[src/eeprom_pkg.sv]
// Shared constants, states and carriers of the two-wire memory slave
package eeprom_pkg;

  localparam int ADDR_W = 7;
  localparam int DATA_W = 8;
  localparam int MEM_DEPTH = 128;
  localparam int PAGE_BYTES = 4;
  localparam int PAGE_IDX_W = 2;
  localparam int BIT_CNT_W = 4;
  localparam logic [BIT_CNT_W-1:0] BITS_PER_BYTE = 4'h8;
  localparam int RW_BIT = 0;
  localparam int ADDR_MSB = 7;
  localparam int ADDR_LSB = 1;

  // Self-timed write cycle, typical figure
  localparam int CLK_HZ = 20_000_000;
  localparam int WRITE_TIME_US = 5000;
  localparam int WRITE_CYCLES_DEF = WRITE_TIME_US * (CLK_HZ / 1_000_000);
  localparam int BUSY_CNT_W = 17;

  localparam logic [ADDR_W-1:0] ADDR_RST = 7'h00;
  localparam logic [DATA_W-1:0] DATA_RST = 8'h00;

  typedef enum logic [2:0] {
    ST_IDLE     = 3'b000,
    ST_ADDR     = 3'b001,
    ST_ADDR_ACK = 3'b010,
    ST_WR_DATA  = 3'b011,
    ST_WR_ACK   = 3'b100,
    ST_RD_DATA  = 3'b101,
    ST_RD_ACK   = 3'b110,
    ST_WAIT     = 3'b111
  } slave_state_t;

  typedef struct packed {
    logic scl;
    logic sda;
  } lines_t;

  typedef struct packed {
    logic we;
    logic [ADDR_W-1:0] addr;
    logic [DATA_W-1:0] data;
  } mem_wr_t;

endpackage

[src/line_sync.sv]
// Two-flop synchroniser for the bus clock and data lines
`timescale 1ns/10ps
module line_sync
  import eeprom_pkg::*;
(
  input wire logic mclk,
  input wire logic nrst,
  input wire logic scl,
  input wire logic sda_in,
  output lines_t lines
);

  lines_t meta_reg;
  lines_t sync_reg;

  // Idle bus level is high, so reset to high to avoid a false start
  always_ff @(posedge mclk or negedge nrst) begin
    if (!nrst) begin
      meta_reg <= '1;
      sync_reg <= '1;
    end else begin
      meta_reg <= '{scl: scl, sda: sda_in};
      sync_reg <= meta_reg;
    end
  end

  assign lines = sync_reg;

endmodule

[src/mem_128x8.sv]
// Byte array with one write port and a registered read port
`timescale 1ns/10ps
module mem_128x8
  import eeprom_pkg::*;
(
  input wire logic mclk,
  input wire logic nrst,
  input mem_wr_t wr,
  input wire logic [ADDR_W-1:0] raddr,
  output logic [DATA_W-1:0] rdata
);

  logic [DATA_W-1:0] cells [MEM_DEPTH];

  always_ff @(posedge mclk) begin
    if (wr.we) begin
      cells[wr.addr] <= wr.data;
    end
  end

  always_ff @(posedge mclk or negedge nrst) begin
    if (!nrst) begin
      rdata <= DATA_RST;
    end else begin
      rdata <= cells[raddr];
    end
  end

endmodule

[src/two_wire_eeprom_slave.sv]
// Two-wire bus slave of a 128-byte memory with page write and self-timed write cycle
`timescale 1ns/10ps
module two_wire_eeprom_slave
  import eeprom_pkg::*;
#(
  parameter int WRITE_CYCLES = WRITE_CYCLES_DEF
) (
  input wire logic mclk,
  input wire logic nrst,
  input wire logic scl,
  input wire logic sda_in,
  output logic sda_out,
  output logic sda_oe_n,
  output logic busy
);

  localparam logic [BUSY_CNT_W-1:0] BUSY_LAST = BUSY_CNT_W'(WRITE_CYCLES - 1);
  localparam logic [BUSY_CNT_W-1:0] COMMIT_END = BUSY_CNT_W'(PAGE_BYTES);

  function automatic logic [ADDR_W-1:0] page_step(input logic [ADDR_W-1:0] a);
    page_step = {a[ADDR_W-1:PAGE_IDX_W], a[PAGE_IDX_W-1:0] + 2'h1};
  endfunction

  function automatic logic [ADDR_W-1:0] linear_step(input logic [ADDR_W-1:0] a);
    linear_step = a + 7'h01;
  endfunction

  lines_t lines;
  lines_t prev_reg;
  slave_state_t state_reg;
  logic [BIT_CNT_W-1:0] bit_cnt_reg;
  logic [DATA_W-1:0] rx_reg;
  logic [DATA_W-1:0] tx_reg;
  logic [ADDR_W-1:0] addr_reg;
  logic ack_high_reg;
  logic oe_n_reg;
  logic busy_reg;
  logic [BUSY_CNT_W-1:0] busy_cnt_reg;
  logic [ADDR_W-PAGE_IDX_W-1:0] page_reg;
  logic [DATA_W-1:0] page_buf_reg [PAGE_BYTES];
  logic [PAGE_BYTES-1:0] page_vld_reg;
  logic [DATA_W-1:0] rdata;
  mem_wr_t mem_wr;
  logic scl_rise;
  logic scl_fall;
  logic start_det;
  logic stop_det;
  logic byte_in;
  logic wr_byte_done;
  logic launch;
  logic [PAGE_IDX_W-1:0] commit_idx;

  // Pins lag two clocks; half periods of four clocks are long enough
  line_sync u_sync (
    .mclk(mclk),
    .nrst(nrst),
    .scl(scl),
    .sda_in(sda_in),
    .lines(lines)
  );

  always_ff @(posedge mclk or negedge nrst) begin
    if (!nrst) begin
      prev_reg <= '1;
    end else begin
      prev_reg <= lines;
    end
  end

  // Edges from synchronised levels only
  assign scl_rise = lines.scl && !prev_reg.scl;
  assign scl_fall = !lines.scl && prev_reg.scl;
  assign start_det = lines.scl && prev_reg.scl && prev_reg.sda && !lines.sda;
  assign stop_det = lines.scl && prev_reg.scl && !prev_reg.sda && lines.sda;
  assign byte_in = bit_cnt_reg == BITS_PER_BYTE;
  assign wr_byte_done = state_reg == ST_WR_DATA && scl_fall && byte_in;
  // Stop closes a write; a stop before any full byte writes nothing
  assign launch = stop_det && !busy_reg && page_vld_reg != '0
    && (state_reg == ST_WR_DATA || state_reg == ST_WR_ACK);

  // Main protocol engine; held idle for the whole internal write
  always_ff @(posedge mclk or negedge nrst) begin
    if (!nrst) begin
      state_reg <= ST_IDLE;
      bit_cnt_reg <= '0;
      rx_reg <= DATA_RST;
      tx_reg <= DATA_RST;
      addr_reg <= ADDR_RST;
      ack_high_reg <= 1'b0;
      oe_n_reg <= 1'b1;
    end else if (busy_reg) begin
      state_reg <= ST_IDLE;
      oe_n_reg <= 1'b1;
      bit_cnt_reg <= '0;
    end else if (start_det) begin
      state_reg <= ST_ADDR;
      bit_cnt_reg <= '0;
      oe_n_reg <= 1'b1;
    end else if (stop_det) begin
      state_reg <= ST_IDLE;
      oe_n_reg <= 1'b1;
    end else begin
      case (state_reg)
        ST_IDLE, ST_WAIT: begin
          oe_n_reg <= 1'b1;
        end
        ST_ADDR, ST_WR_DATA: begin
          if (scl_rise && !byte_in) begin
            rx_reg <= {rx_reg[DATA_W-2:0], lines.sda};
            bit_cnt_reg <= bit_cnt_reg + 4'h1;
          end else if (scl_fall && byte_in) begin
            oe_n_reg <= 1'b0;
            ack_high_reg <= 1'b0;
            if (state_reg == ST_ADDR) begin
              addr_reg <= rx_reg[ADDR_MSB:ADDR_LSB];
              state_reg <= ST_ADDR_ACK;
            end else begin
              addr_reg <= page_step(addr_reg);
              state_reg <= ST_WR_ACK;
            end
          end
        end
        ST_ADDR_ACK: begin
          if (scl_rise) begin
            ack_high_reg <= 1'b1;
          end else if (scl_fall && ack_high_reg) begin
            bit_cnt_reg <= '0;
            if (rx_reg[RW_BIT]) begin
              state_reg <= ST_RD_DATA;
              oe_n_reg <= rdata[DATA_W-1];
              tx_reg <= {rdata[DATA_W-2:0], 1'b0};
            end else begin
              state_reg <= ST_WR_DATA;
              oe_n_reg <= 1'b1;
            end
          end
        end
        ST_WR_ACK: begin
          if (scl_rise) begin
            ack_high_reg <= 1'b1;
          end else if (scl_fall && ack_high_reg) begin
            oe_n_reg <= 1'b1;
            bit_cnt_reg <= '0;
            state_reg <= ST_WR_DATA;
          end
        end
        ST_RD_DATA: begin
          if (scl_rise) begin
            bit_cnt_reg <= bit_cnt_reg + 4'h1;
          end else if (scl_fall) begin
            if (byte_in) begin
              oe_n_reg <= 1'b1;
              ack_high_reg <= 1'b0;
              state_reg <= ST_RD_ACK;
            end else begin
              oe_n_reg <= tx_reg[DATA_W-1];
              tx_reg <= {tx_reg[DATA_W-2:0], 1'b0};
            end
          end
        end
        ST_RD_ACK: begin
          if (scl_rise) begin
            if (!lines.sda) begin
              ack_high_reg <= 1'b1;
              addr_reg <= linear_step(addr_reg);
            end else begin
              state_reg <= ST_WAIT;
            end
          end else if (scl_fall && ack_high_reg) begin
            // Read data had several cycles to follow the new address
            bit_cnt_reg <= '0;
            state_reg <= ST_RD_DATA;
            oe_n_reg <= rdata[DATA_W-1];
            tx_reg <= {rdata[DATA_W-2:0], 1'b0};
          end
        end
        default: begin
          state_reg <= ST_IDLE;
          oe_n_reg <= 1'b1;
        end
      endcase
    end
  end

  // Page buffer; bytes reach the array only once the stop is seen
  always_ff @(posedge mclk or negedge nrst) begin
    if (!nrst) begin
      page_vld_reg <= '0;
      page_reg <= '0;
      for (int i = 0; i < PAGE_BYTES; i++) begin
        page_buf_reg[i] <= DATA_RST;
      end
    end else if (launch) begin
      page_reg <= addr_reg[ADDR_W-1:PAGE_IDX_W];
    end else if (start_det && !busy_reg) begin
      page_vld_reg <= '0;
    end else if (wr_byte_done) begin
      page_buf_reg[addr_reg[PAGE_IDX_W-1:0]] <= rx_reg;
      page_vld_reg[addr_reg[PAGE_IDX_W-1:0]] <= 1'b1;
    end
  end

  // Self-timed write cycle
  always_ff @(posedge mclk or negedge nrst) begin
    if (!nrst) begin
      busy_reg <= 1'b0;
      busy_cnt_reg <= '0;
    end else if (launch) begin
      busy_reg <= 1'b1;
      busy_cnt_reg <= '0;
    end else if (busy_reg) begin
      if (busy_cnt_reg == BUSY_LAST) begin
        busy_reg <= 1'b0;
      end else begin
        busy_cnt_reg <= busy_cnt_reg + 17'h00001;
      end
    end
  end

  // First four busy cycles copy the page buffer into the array
  assign commit_idx = busy_cnt_reg[PAGE_IDX_W-1:0];
  assign mem_wr.we = busy_reg && busy_cnt_reg < COMMIT_END && page_vld_reg[commit_idx];
  assign mem_wr.addr = {page_reg, commit_idx};
  assign mem_wr.data = page_buf_reg[commit_idx];

  // Read data follows the address a clock later, long before it is shifted out
  mem_128x8 u_mem (
    .mclk(mclk),
    .nrst(nrst),
    .wr(mem_wr),
    .raddr(addr_reg),
    .rdata(rdata)
  );

  // Open drain: only ever pull low
  assign sda_out = 1'b0;
  assign sda_oe_n = oe_n_reg;
  assign busy = busy_reg;

  logic scl_q_reg;
  always_ff @(posedge mclk or negedge nrst) begin
    if (!nrst) begin
      scl_q_reg <= 1'b1;
    end else begin
      scl_q_reg <= lines.scl;
    end
  end

  // Length of the current busy spell, apart from the write counter
  logic [BUSY_CNT_W-1:0] busy_run_reg;
  always_ff @(posedge mclk or negedge nrst) begin
    if (!nrst) begin
      busy_run_reg <= '0;
    end else if (busy_reg) begin
      busy_run_reg <= busy_run_reg + 17'h00001;
    end else begin
      busy_run_reg <= '0;
    end
  end
endmodule

[config.mk]
export PLATFORM = sky130hd
export DESIGN_NAME = two_wire_eeprom_slave
export DESIGN_NICKNAME = d
export VERILOG_FILES = /design/src/eeprom_pkg.sv /design/src/line_sync.sv /design/src/mem_128x8.sv /design/src/two_wire_eeprom_slave.sv
export SDC_FILE = /design/constraint.sdc
export NUM_CORES = 1
export LEC_CHECK = 0
export BUFFER_PORTS_ARGS = -buffer_cell sky130_fd_sc_hd__buf_2
export CAP_MARGIN = 20
export CORE_ASPECT_RATIO = 0.7
export CORE_MARGIN = 2
export CORE_UTILIZATION = 40
export DETAILED_ROUTE_END_ITERATION = 12
export RECOVER_POWER = 25
export SETUP_SLACK_MARGIN = 0.15
export SYNTH_ARGS = -nofsm -noshare
export SYNTH_HDL_FRONTEND = slang
export SYNTH_SLANG_ARGS = --single-unit
export TNS_END_PERCENT = 1
[constraint.sdc]
create_clock -name mclk -period 3.2 [get_ports mclk]
set_input_delay 0.16 -clock mclk [delete_from_list [all_inputs] [get_ports mclk]]
set_output_delay 0.16 -clock mclk [all_outputs]
set_load 0.03 [all_outputs]
# Word-level counts from Yosys, hierarchy flattened
# Memory sizes are Yosys's and may differ from the RTL's. A register that Yosys moved wholly into a read port is not among the register bits.
# Cells that the tools add are included.
op_classes:
  addsub: 4
  magnitude_cmp: 7
  eq_ne: 43
  n_mux: 84
  bitwise: 8
  reduce_logical: 52
ops:
  columns: ["cell", "count"]
  rows:
  - ["$mux W8", 11]
  - ["$mux W17", 3]
  - ["$mux W3", 17]
  - ["$ne A5 B5 Y1 const B", 10]
  - ["$mux W4", 9]
  - ["$reduce_and A12 Y1", 3]
  - ["$mux W7", 5]
  - ["$bwmux W32", 1]
  - ["$ne A2 B2 Y1 const B", 15]
  - ["$mux W1", 28]
  - ["$pmux W8 S3", 1]
  - ["$logic_and A1 B1 Y1", 20]
  - ["$add A17 B1 Y17 const B", 1]
  - ["$eq A17 B17 Y1 const B", 1]
  - ["$lt A17 B3 Y1 const B", 1]
  - ["$bmux W8 S2", 1]
  - ["$demux W8 S2", 1]
  - ["$pmux W3 S5", 1]
  - ["$pmux W7 S2", 1]
  - ["$eq A3 B3 Y1 const B", 4]
  - ["$pmux W4 S3", 1]
  - ["$reduce_and A10 Y1", 1]
  - ["$reduce_and A9 Y1", 1]
  - ["$ne A4 B4 Y1 const B", 2]
  - ["other kinds (39)", 59]
word_totals:
  ff_bits: 97
  ram_bits: 1024
  in_bits: 4
  output_inout_bits: 3
  mem_count: 1
mem_list:
  columns: ["name", "words", "word_bits", "read_ports", "rd_clocked_by_memory_dff", "write_ports", "line_no", "source"]
  rows:
  - ["u_mem.cells", 128, 8, 1, 1, 1, "mem_128x8.sv:13", "logic [DATA_W-1:0] cells [MEM_DEPTH];"]

# Depth between registers and ports, before layout
# Gate-level depths: netlist of the first run.
logic_depth:
  word_depth: 9
  ltp_mapped: 11
  ltp_nobuf: 8

# Hierarchy
# From an unflattened synthesis of the first run, not the netlist that was laid out.
hier_totals:
  hier_cells: 2057
  hier_area_um2: 44470.2
by_module_without_submodules:
  columns: ["mod", "instances", "cells_each", "area_each_um2", "seq_area_each_um2"]
  rows:
  - ["mem_128x8", 1, 1635, 39701.8, 30949.7]
  - ["two_wire_eeprom_slave", 1, 418, 4663.2, 2306.0]
  - ["line_sync", 1, 4, 105.1, 105.1]

# Least setup slack after synthesis of the first run
# Ideal clock, no wire load.
synth_path:
  path_kind: "register -> register"
  start: "register busy_cnt_reg[0]"
  end: "memory u_mem.cells[127][0], enable pin"
  setup_ps: 371
  t_arrival_ps: 2214
  t_required_ps: 2829
  slack_ps: 616
  stages_incl_launch_ff: 9
  period_less_slack_ps: 2584
  cell_sequence: "dfrtp_1 > buf_6 > mux4_2 > nand4_1 > or3_4 > nor2_4 > nand3_2 > buf_2 > nor2_1"
synth_via:
  elab_chain_len: 5
synth_lines:
  columns: ["element", "line_no", "source"]
  rows:
  - ["start: declaration", "two_wire_eeprom_slave.sv:38", "logic [BUSY_CNT_W-1:0] busy_cnt_reg;"]
  - ["start signal: assignment", "two_wire_eeprom_slave.sv:215", "busy_cnt_reg <= busy_cnt_reg + 17'h00001;"]
  - ["$lt A17 B3 Y1 / $bmux W1 S2 (equally long branches)", "two_wire_eeprom_slave.sv:222", "assign mem_wr.we = busy_reg && busy_cnt_reg < COMMIT_END && page_vld_reg[commit_idx];"]
  - ["$logic_and A1 B1 Y1 / $mux W1 (equally long branches)", "two_wire_eeprom_slave.sv:222", null]
  - ["$logic_and A1 B1 Y1", "two_wire_eeprom_slave.sv:222", null]
  - ["$mux W1", "mem_128x8.sv:16", "if (wr.we) begin"]
  - ["$mux W1 (implied by the code)", "mem_128x8.sv:17", "cells[wr.addr] <= wr.data;"]
  - ["end: declaration", "mem_128x8.sv:13", null]
# Parallel ways exist; a longest one is shown, timed or not. The select of a mux whose other input is x is not followed.

==> impl_results.md, run 1 <==
- Endpoints failing setup: 0
- Layout area overhead: 15.4%
- Critical-path maximum fanout: 32
- Hold WC Path Type: in2reg
- CP Cell Sequence: and2b_1 -> nand2_1 -> o22ai_1 -> a2111oi_2 -> a211oi_1 -> buf_4 -> o32a_1
- Status: finished, final reports clean
- Most frequent cells in the layout: 1,024 x edfxtp_1, 246 x buf_4, 200 x mux4_2
- Fin cells: roughly 4,200
- Io pins: 7
- Max H-tree Level: 3
- Die H: approximately 280 um
- First-pass GRT wire length: roughly 170,000 um
- Final hold slack: a little over 0.1 ns
- Pleak: roughly 18 nW
- Post-synth EDFFs: 1,024
- DR vias/cell: between 5 and 6
- Post-route ant nets: 0
- HPWL after detailed placement: around 75,000 um
- Post-Place Setup Slack: around 0.09 ns
- GP Congestion: 0.874
- Starting density of the core: between 40% and 50%
- Clock buffer depth: 3
- CTS tree: built
- Max reg flops: between 1,000 and 1,500
- Yosys cell types: between 70 and 80
- Largest stage delay on the critical path: roughly 0.79 ns
- Post-Route WL: roughly 120,000 um
- Clock-pin slew on the worst setup and hold paths: roughly 0.07 ns
- Worst Max-Slew Pin Slew: ~1.5 ns
- Synth warn: 0
- Fin. Hold Viols: 0
- Yosys top cell by area: edfxtp_1
- Row cnt: approximately 100
- Max Freq: 334 MHz
- Drt pass-1 iters: 6
- Top cell type's share of synthesized area: 68.3%
- CTS sink cnt: about 1,100
- GRT Overall Usage: roughly 20%
- Worst Setup Path Type: reg2reg
- Dominant synthesized flop cell: edfxtp_1
- Crit path DAT: 3.58 ns
- Clk_skew: ~0.042 ns
- Mapped Nets: 2,414
- DRC: 0
- Proportion of layout cells with a drive suffix above 1: between 20% and 30%
- RSZ-0062 raised after global routing: yes
- Post-Syn Area per Cell: 18.7 um2
- Routed len/inst: between 20 and 30 um
- Max-cap violations: 0
- Cells after Synth: between 2,000 and 2,500
- Via count: between 20,000 and 25,000
- Max-slew violation count: 0
- DR iter-0 viols: 2,776
- Req. time, crit path: between 3 and 4 ns
- Worst-skew pair later-pin latency: 0.72 ns
- Initial antenna violation count: 4
- Largest net degree at the start of global routing: roughly 130
- TritonCTS Buffers: around 100
- CP max stage cell: dfrtp_4
- Final nets: about 2,700
- Period minus WS final: around 3.0 ns
- Fin crit share: between 90% and 100%
- Synth async-reset ratio: under 10%
- Top cells by area, synth: edfxtp_1 68%, mux4_2 10%, dfrtp_1 5.4%
- Pwr/cell area: approximately 630 nW/um2
- Filler cell count: 9,257
- Seq/Total Area, Yosys: between 70% and 80%
- Die ar.: roughly 120,000 um2
- Final WS setup: between 0.2 and 0.25 ns
- Maximum vdd ir drop: 0.000479 V
- Total global routing overflow: 0
- Placed insts: between 4,000 and 5,000
- Number of global-route vias before repair: approximately 24,000
- I/O Buffers: 5
- Mapped cell area: around 45,000 um2
- CTS root buffer: clkbuf_16
- Rel. slew slack: less than 1%
- Most common cell after layout, fill and taps aside: edfxtp_1
- FF+latch count, synth: between 1,000 and 1,500
- CP Capture Type: register
- Worst setup SP type: register
- Core footprint: around 110,000 um2
- Die Wd: between 400 and 500 um
-- worst paths after layout --
path                                         start            endpoint  slack [ns]  cells past startpoint
worst max-delay path                   addr_reg[2]      u_mem.rdata[1]        0.21                      7
worst min-delay path                           scl  u_sync.meta_reg[1]        0.10                      2
worst max register to register         addr_reg[2]      u_mem.rdata[1]        0.21                      7
worst min register to register  u_sync.meta_reg[1]     u_sync.lines[1]        0.36                      0
max in group asynchronous                     nrst    page_buf_reg[21]        0.73                      3
min in group asynchronous                     nrst         page_reg[0]        0.33                      2
-- report_power, final --
| part | internal, mW | total (mW) | switching, mW |
|---|---|---|---|
| combinational | 1.50 | 3.59 | 2.08 |
| sequential | 16.0 | 16.3 | 0.260 |
| clock | 7.20 | 12.7 | 5.46 |
| total | 24.7 | 32.5 | 7.81 |
-- synthesized netlist by cell type (6+ instances only) --
cell / number
nand2_2: 6
a211oi_1: 21
nor3_1: 19
a22o_1: 9
nand2b_1: 7
nand3_1: 37
clkbuf_1: 34
o22ai_1: 17
mux4_1: 9
buf_2: 39
a21oi_1: 54
nor2b_1: 13
mux2i_1: 133
nor4_1: 10
nor2_1: 173
mux2_2: 47
dfstp_2: 7
a2111oi_0: 9
a31oi_1: 11
o211ai_1: 10
xnor2_1: 7
ha_1: 7
o221ai_1: 13
a22oi_1: 25
buf_4: 22
dfrtp_1: 97
buf_6: 25
xor2_1: 6
nand2_1: 145
mux4_2: 206
o32a_1: 6
nand4_1: 14
edfxtp_1: 1024
inv_1: 15
o21ai_0: 42
-- metal layers --
| layer | part of all wire (%) | GRT usage (%) | up-vias |
|---|---|---|---|
| li1 | - | - | 10218 |
| met1 | 44 | 29.8 | 12615 |
| met2 | 43 | 28.8 | 1170 |
| met3 | 12 | 7.88 | 154 |
| met4 | 1.8 | 4.38 | 4 |
| met5 | 0.021 | 0 | - |
-- critical path, delay by kind of cell (launching register included) --
family	cells	cell delay (ns)
compound gates	4	1.32
buf+inv	1	0.20
flops	1	0.79
simple gates	2	0.54
-- final cells by class --
class	count	area [um2]	share of cell area [%]
Multi-Input combinational cell	1131	10800	20.8
Antenna cell	1	2.50	0.00482
Tap cell	1456	1820	3.51
Clock inverter	59	646	1.24
Timing Repair Buffer	283	2410	4.64
Inverter	18	67.6	0.130
Sequential cell	1128	33400	64.3
Clock buffer	132	2820	5.43
-- stage by stage --
stage                     TNS, ns  total power, mW  area (um2)  util [%]
after floorplan                 0             19.1       45000         -
after global routing            0             33.6       51900      46.8
final                           0             32.5       51900      46.8
after detailed placement        0             20.1       48400      43.6
after CTS                       0             32.7       51900      46.8
after global placement    -0.0783             20.1       48400      43.6
-- timing repair --
action	CTS	global route
hold endpoints to repair	47	0
endpoints found under the setup margin	1	2
gates resized for setup	1	0
setup buffers	0	7
hold buffers	3	0
-- cell families (layout without fill, tap and decap cells) --
logic type / after synthesis / after routing / synth area share, %
AO/OA/AOI/OAI: 259 / 259 / 3.95
XOR/XNOR: 13 / 13 / 0.253
adder cells (fa/ha/maj): 7 / 7 / 0.195
buffers and inverters: 144 / 492 / 1.95
flip-flops: 1128 / 1128 / 74.1
multiplexers: 395 / 395 / 15.0
other: 1 / 2 / 0.00833
AND/OR/NAND/NOR: 456 / 456 / 4.54
(Power assumes the default switching activity.)
==> inputs of run 2 (changes only) <==
- SYNTH_HIERARCHICAL: not set -> 1
==> impl_results.md, run 2 <==
- Status: finished with violations
- Failing checks: capacitance limit, slew limit
- Max-cap violations: 1 (+1)
- CP Capture Type: register
- First-pass GRT wire length: 155,000 um (-8.7%)
- Top cells by area, synth: edfxtp_1 69%, mux4_2 17%, dfrtp_1 5.5%
- Setup TNS: 0 ns (unchanged)
- CP Cell Sequence: buf_12 -> buf_12 -> mux4_2 -> mux4_2 -> mux4_2 -> mux2_2
- Yosys cell types: 58 (-22%)
- RSZ-0062 raised after global routing: yes
- Synth top cells by count: 1,024 x edfxtp_1, 345 x mux4_2, 156 x nor2_1, 97 x dfrtp_1, 61 x mux2_2
- Max-slew violation count: 66 (+66)
- Via count: 21,847 (-9.6%)
- Row cnt: 102 (unchanged)
- Final Power: 33.5 mW (+3.0%)
- Pwr/cell area: 648 nW/um2 (+3.5%)
- Clock buffer depth: 3 (unchanged)
- Most common cell after layout, fill and taps aside: edfxtp_1
- Io pins: 7 (unchanged)
- Starting density of the core: 40.3% (-0.24 points)
- Max H-tree Level: 3 (unchanged)
- Endpoints failing setup: 0 (unchanged)
- Worst Setup Path Type: reg2reg
- DR iter-0 viols: 2,726 (-1.8%)
- GP Congestion: 0.847 (-3.0%)
- Most frequent cells in the layout: 1,024 x edfxtp_1, 338 x mux4_2, 183 x buf_4
- GRT Overall Usage: 18.9% (-1.5 points)
- Max Freq: 326 MHz (-2.7%)
- DRC: 0 (unchanged)
- Most frequent cell on the critical path: mux4_2
- Synth async-reset ratio: 9.22% (unchanged)
- Pleak: 15.8 nW (-14%)
- Placed insts: 3,621 (-9.6%)
- Post-Route WL: 107,000 um (-8.3%)
- Initial antenna violation count: 6 (+2)
- Layout area overhead: 16.3%
- Max reg flops: 1,024 (unchanged)
- Final nets: 2,312 (-14%)
- Post-synthesis adder-cell area fraction: 0.197% (+0.0023 points)
- CTS root buffer: clkbuf_16
- Seq/Total Area, Yosys: 75.0% (+0.88 points)
- Crit path from: addr_reg[0]
- Maximum vdd ir drop: 0.000486 V (+1.4%)
- Yosys top cell by area: edfxtp_1
- HPWL after detailed placement: 64,800 um (-13%)
- Routed len/inst: 27.9 um (+0.43%)
- Largest net degree at the start of global routing: 129 (unchanged)
- FF+latch count, synth: 1,128 (unchanged)
- CP max stage cell: mux4_2
- Main combinational cell family by area after synthesis: multiplexers
- Dominant synthesized flop cell: edfxtp_1
- Synth warn: 6 (+6)
- Post-Synth XOR/XNOR Area: 0.236% (-0.017 points)
- Core footprint: 110,000 um2 (-0.57%)
- Cells after Synth: 2,057 (-14%)
- Die ar.: 114,000 um2 (-1.2%)
- DR vias/cell: 5.68 (-0.99%)
- Drt pass-1 iters: 5 (-1)
- Count leader, synth: edfxtp_1
- I/O Buffers: 5 (unchanged)
- Worst Max-Slew Pin Slew: 1.79 ns (+0.291 ns)
- Period minus WS final: 3.07 ns (+0.0815 ns)
- Number of global-route vias before repair: 22,093 (-9.8%)
- Post-layout util: 46.8% (+0.063 points)
- Simple-Gate Fraction of Synth Area: 3.24% (-1.3 points)
- Die H: 283 um (-0.58%)
- Clk_skew: 0.0406 ns (-0.000902 ns)
- Mux contribution to synthesized area: 19.2% (+4.2 points)
- Top cell type's share of synthesized area: 69.1% (+0.81 points)
- Hold WC Path Type: in2reg
- Crit path DAT: 3.67 ns (+0.09 ns)
- Post-synth EDFFs: 1,024 (unchanged)
- Worst setup SP type: register
- Rel. slew slack: -19.1% (-19 points)
- Post-Syn Area per Cell: 21.6 um2 (+15%)
- Fin cells: 3,843 (-8.7%)
- Worst-skew pair later-pin latency: 0.73 ns (about the same)
- Fin. Hold Viols: 0 (unchanged)
- CTS sink cnt: 1,128 (unchanged)
- Worst Min Path Start: sda_in
- CTS tree: built
- Mapped Nets: 2,068 (-14%)
- Largest stage delay on the critical path: 0.64 ns (-0.15 ns)
- TritonCTS Buffers: 104 (+0.97%)
- Mapped cell area: 44,500 um2 (-1.2%)
- Proportion of layout cells with a drive suffix above 1: 34.5% (+8.4 points)
- Synth Area in Compound Gates: 0.962% (-3.0 points)
- Critical-path maximum fanout: 8 (-75%)
- Total global routing overflow: 0 (unchanged)
- Req. time, crit path: 3.80 ns (about the same)
- Fin crit share: 96.0% (+2.5 points)
- Post-route ant nets: 0 (unchanged)
- Reg-to-reg startpoint: addr_reg[0]
- Die Wd: 403 um (-0.58%)
- Clock-pin slew on the worst setup and hold paths: 0.07 ns (about the same)
-- run 2: changes by cell type after synthesis, moves of 21 or more --
cell and change:
a21oi_1 -40, buf_6 -22, a22oi_1 -25, a211oi_1 -21, mux2i_1 -127, nand2_1 -102
mux4_2 +139
-- run 2: critical path, delay by kind of cell, from the launching register on --
family	cells	cell delay, ns
muxes	4	2.01
DFF	1	0.53
buffers and inverters	2	0.39
-- run 2: per-layer routing --
layer	share of wire, %	vias to the layer above	global-route usage (%)
met5	0	-	0
met4	1.8	0	3.98
met1	43	11775	27.9
met2	44	905	26.7
li1	-	9046	-
met3	11	121	7.00
-- run 2: layout make-up --
type	count	area [um2]
Tap cell	1456	1820
Fill cell	8914	58700
Inverter	12	45.0
Multi-Input combinational cell	812	10600
Clock inverter	60	687
Clock buffer	131	2800
Sequential cell	1128	33400
Antenna cell	1	2.50
Timing Repair Buffer	243	2370
-- run 2: worst paths after layout --
kind	end	slack, ns	cells past startpoint
max	u_mem/rdata[0]	0.13	6
min	u_sync/meta_reg[0]	0.09	2
max reg2reg	u_mem/rdata[0]	0.13	6
min reg2reg	u_sync/lines[1]	0.36	0
max in group asynchronous	tx_reg[1]	1.02	3
min in group asynchronous	state_reg[0]	0.46	2
-- run 2: where the power goes --
group	leakage, nW	switching, mW	total [mW]	internal [mW]
Clock	1.71	5.56	12.7	7.13
Combinational	3.81	2.20	4.55	2.35
Sequential	10.3	0.256	16.3	16.0
-- run 2: what timing repair did --
action | 4_1_cts | 5_1_grt
cloned | 3 | 2
setup endpoints to repair | 7 | 120
gates resized for setup | 11 | 8
hold buffers | 3 | 0
endpoints found under the hold margin | 58 | 0
pin swaps | 0 | 0
setup buffers | 16 | 6
-- run 2: stage by stage --
| step | hold WS [ns] | setup WS (ns) | cell area (um2) |
|---|---|---|---|
| final | 0.0924 | 0.128 | 51700 |
| after global routing | 0.0463 | 0.0712 | 51700 |
| after CTS | 0.0373 | 0.0932 | 51700 |
| after detailed placement | 0.267 | 0.0572 | 47900 |
| after global placement | 0.270 | 0.0635 | 47900 |
| after floorplan | -0.136 | 0.266 | 44500 |
-- run 2: logic make-up after synthesis --
kind of cell,after synthesis
compound gates,65
xor+xnor,12
fa+ha+maj,7
buf+inv,117
flops,1128
mux,412
other cells,1
simple gates,315
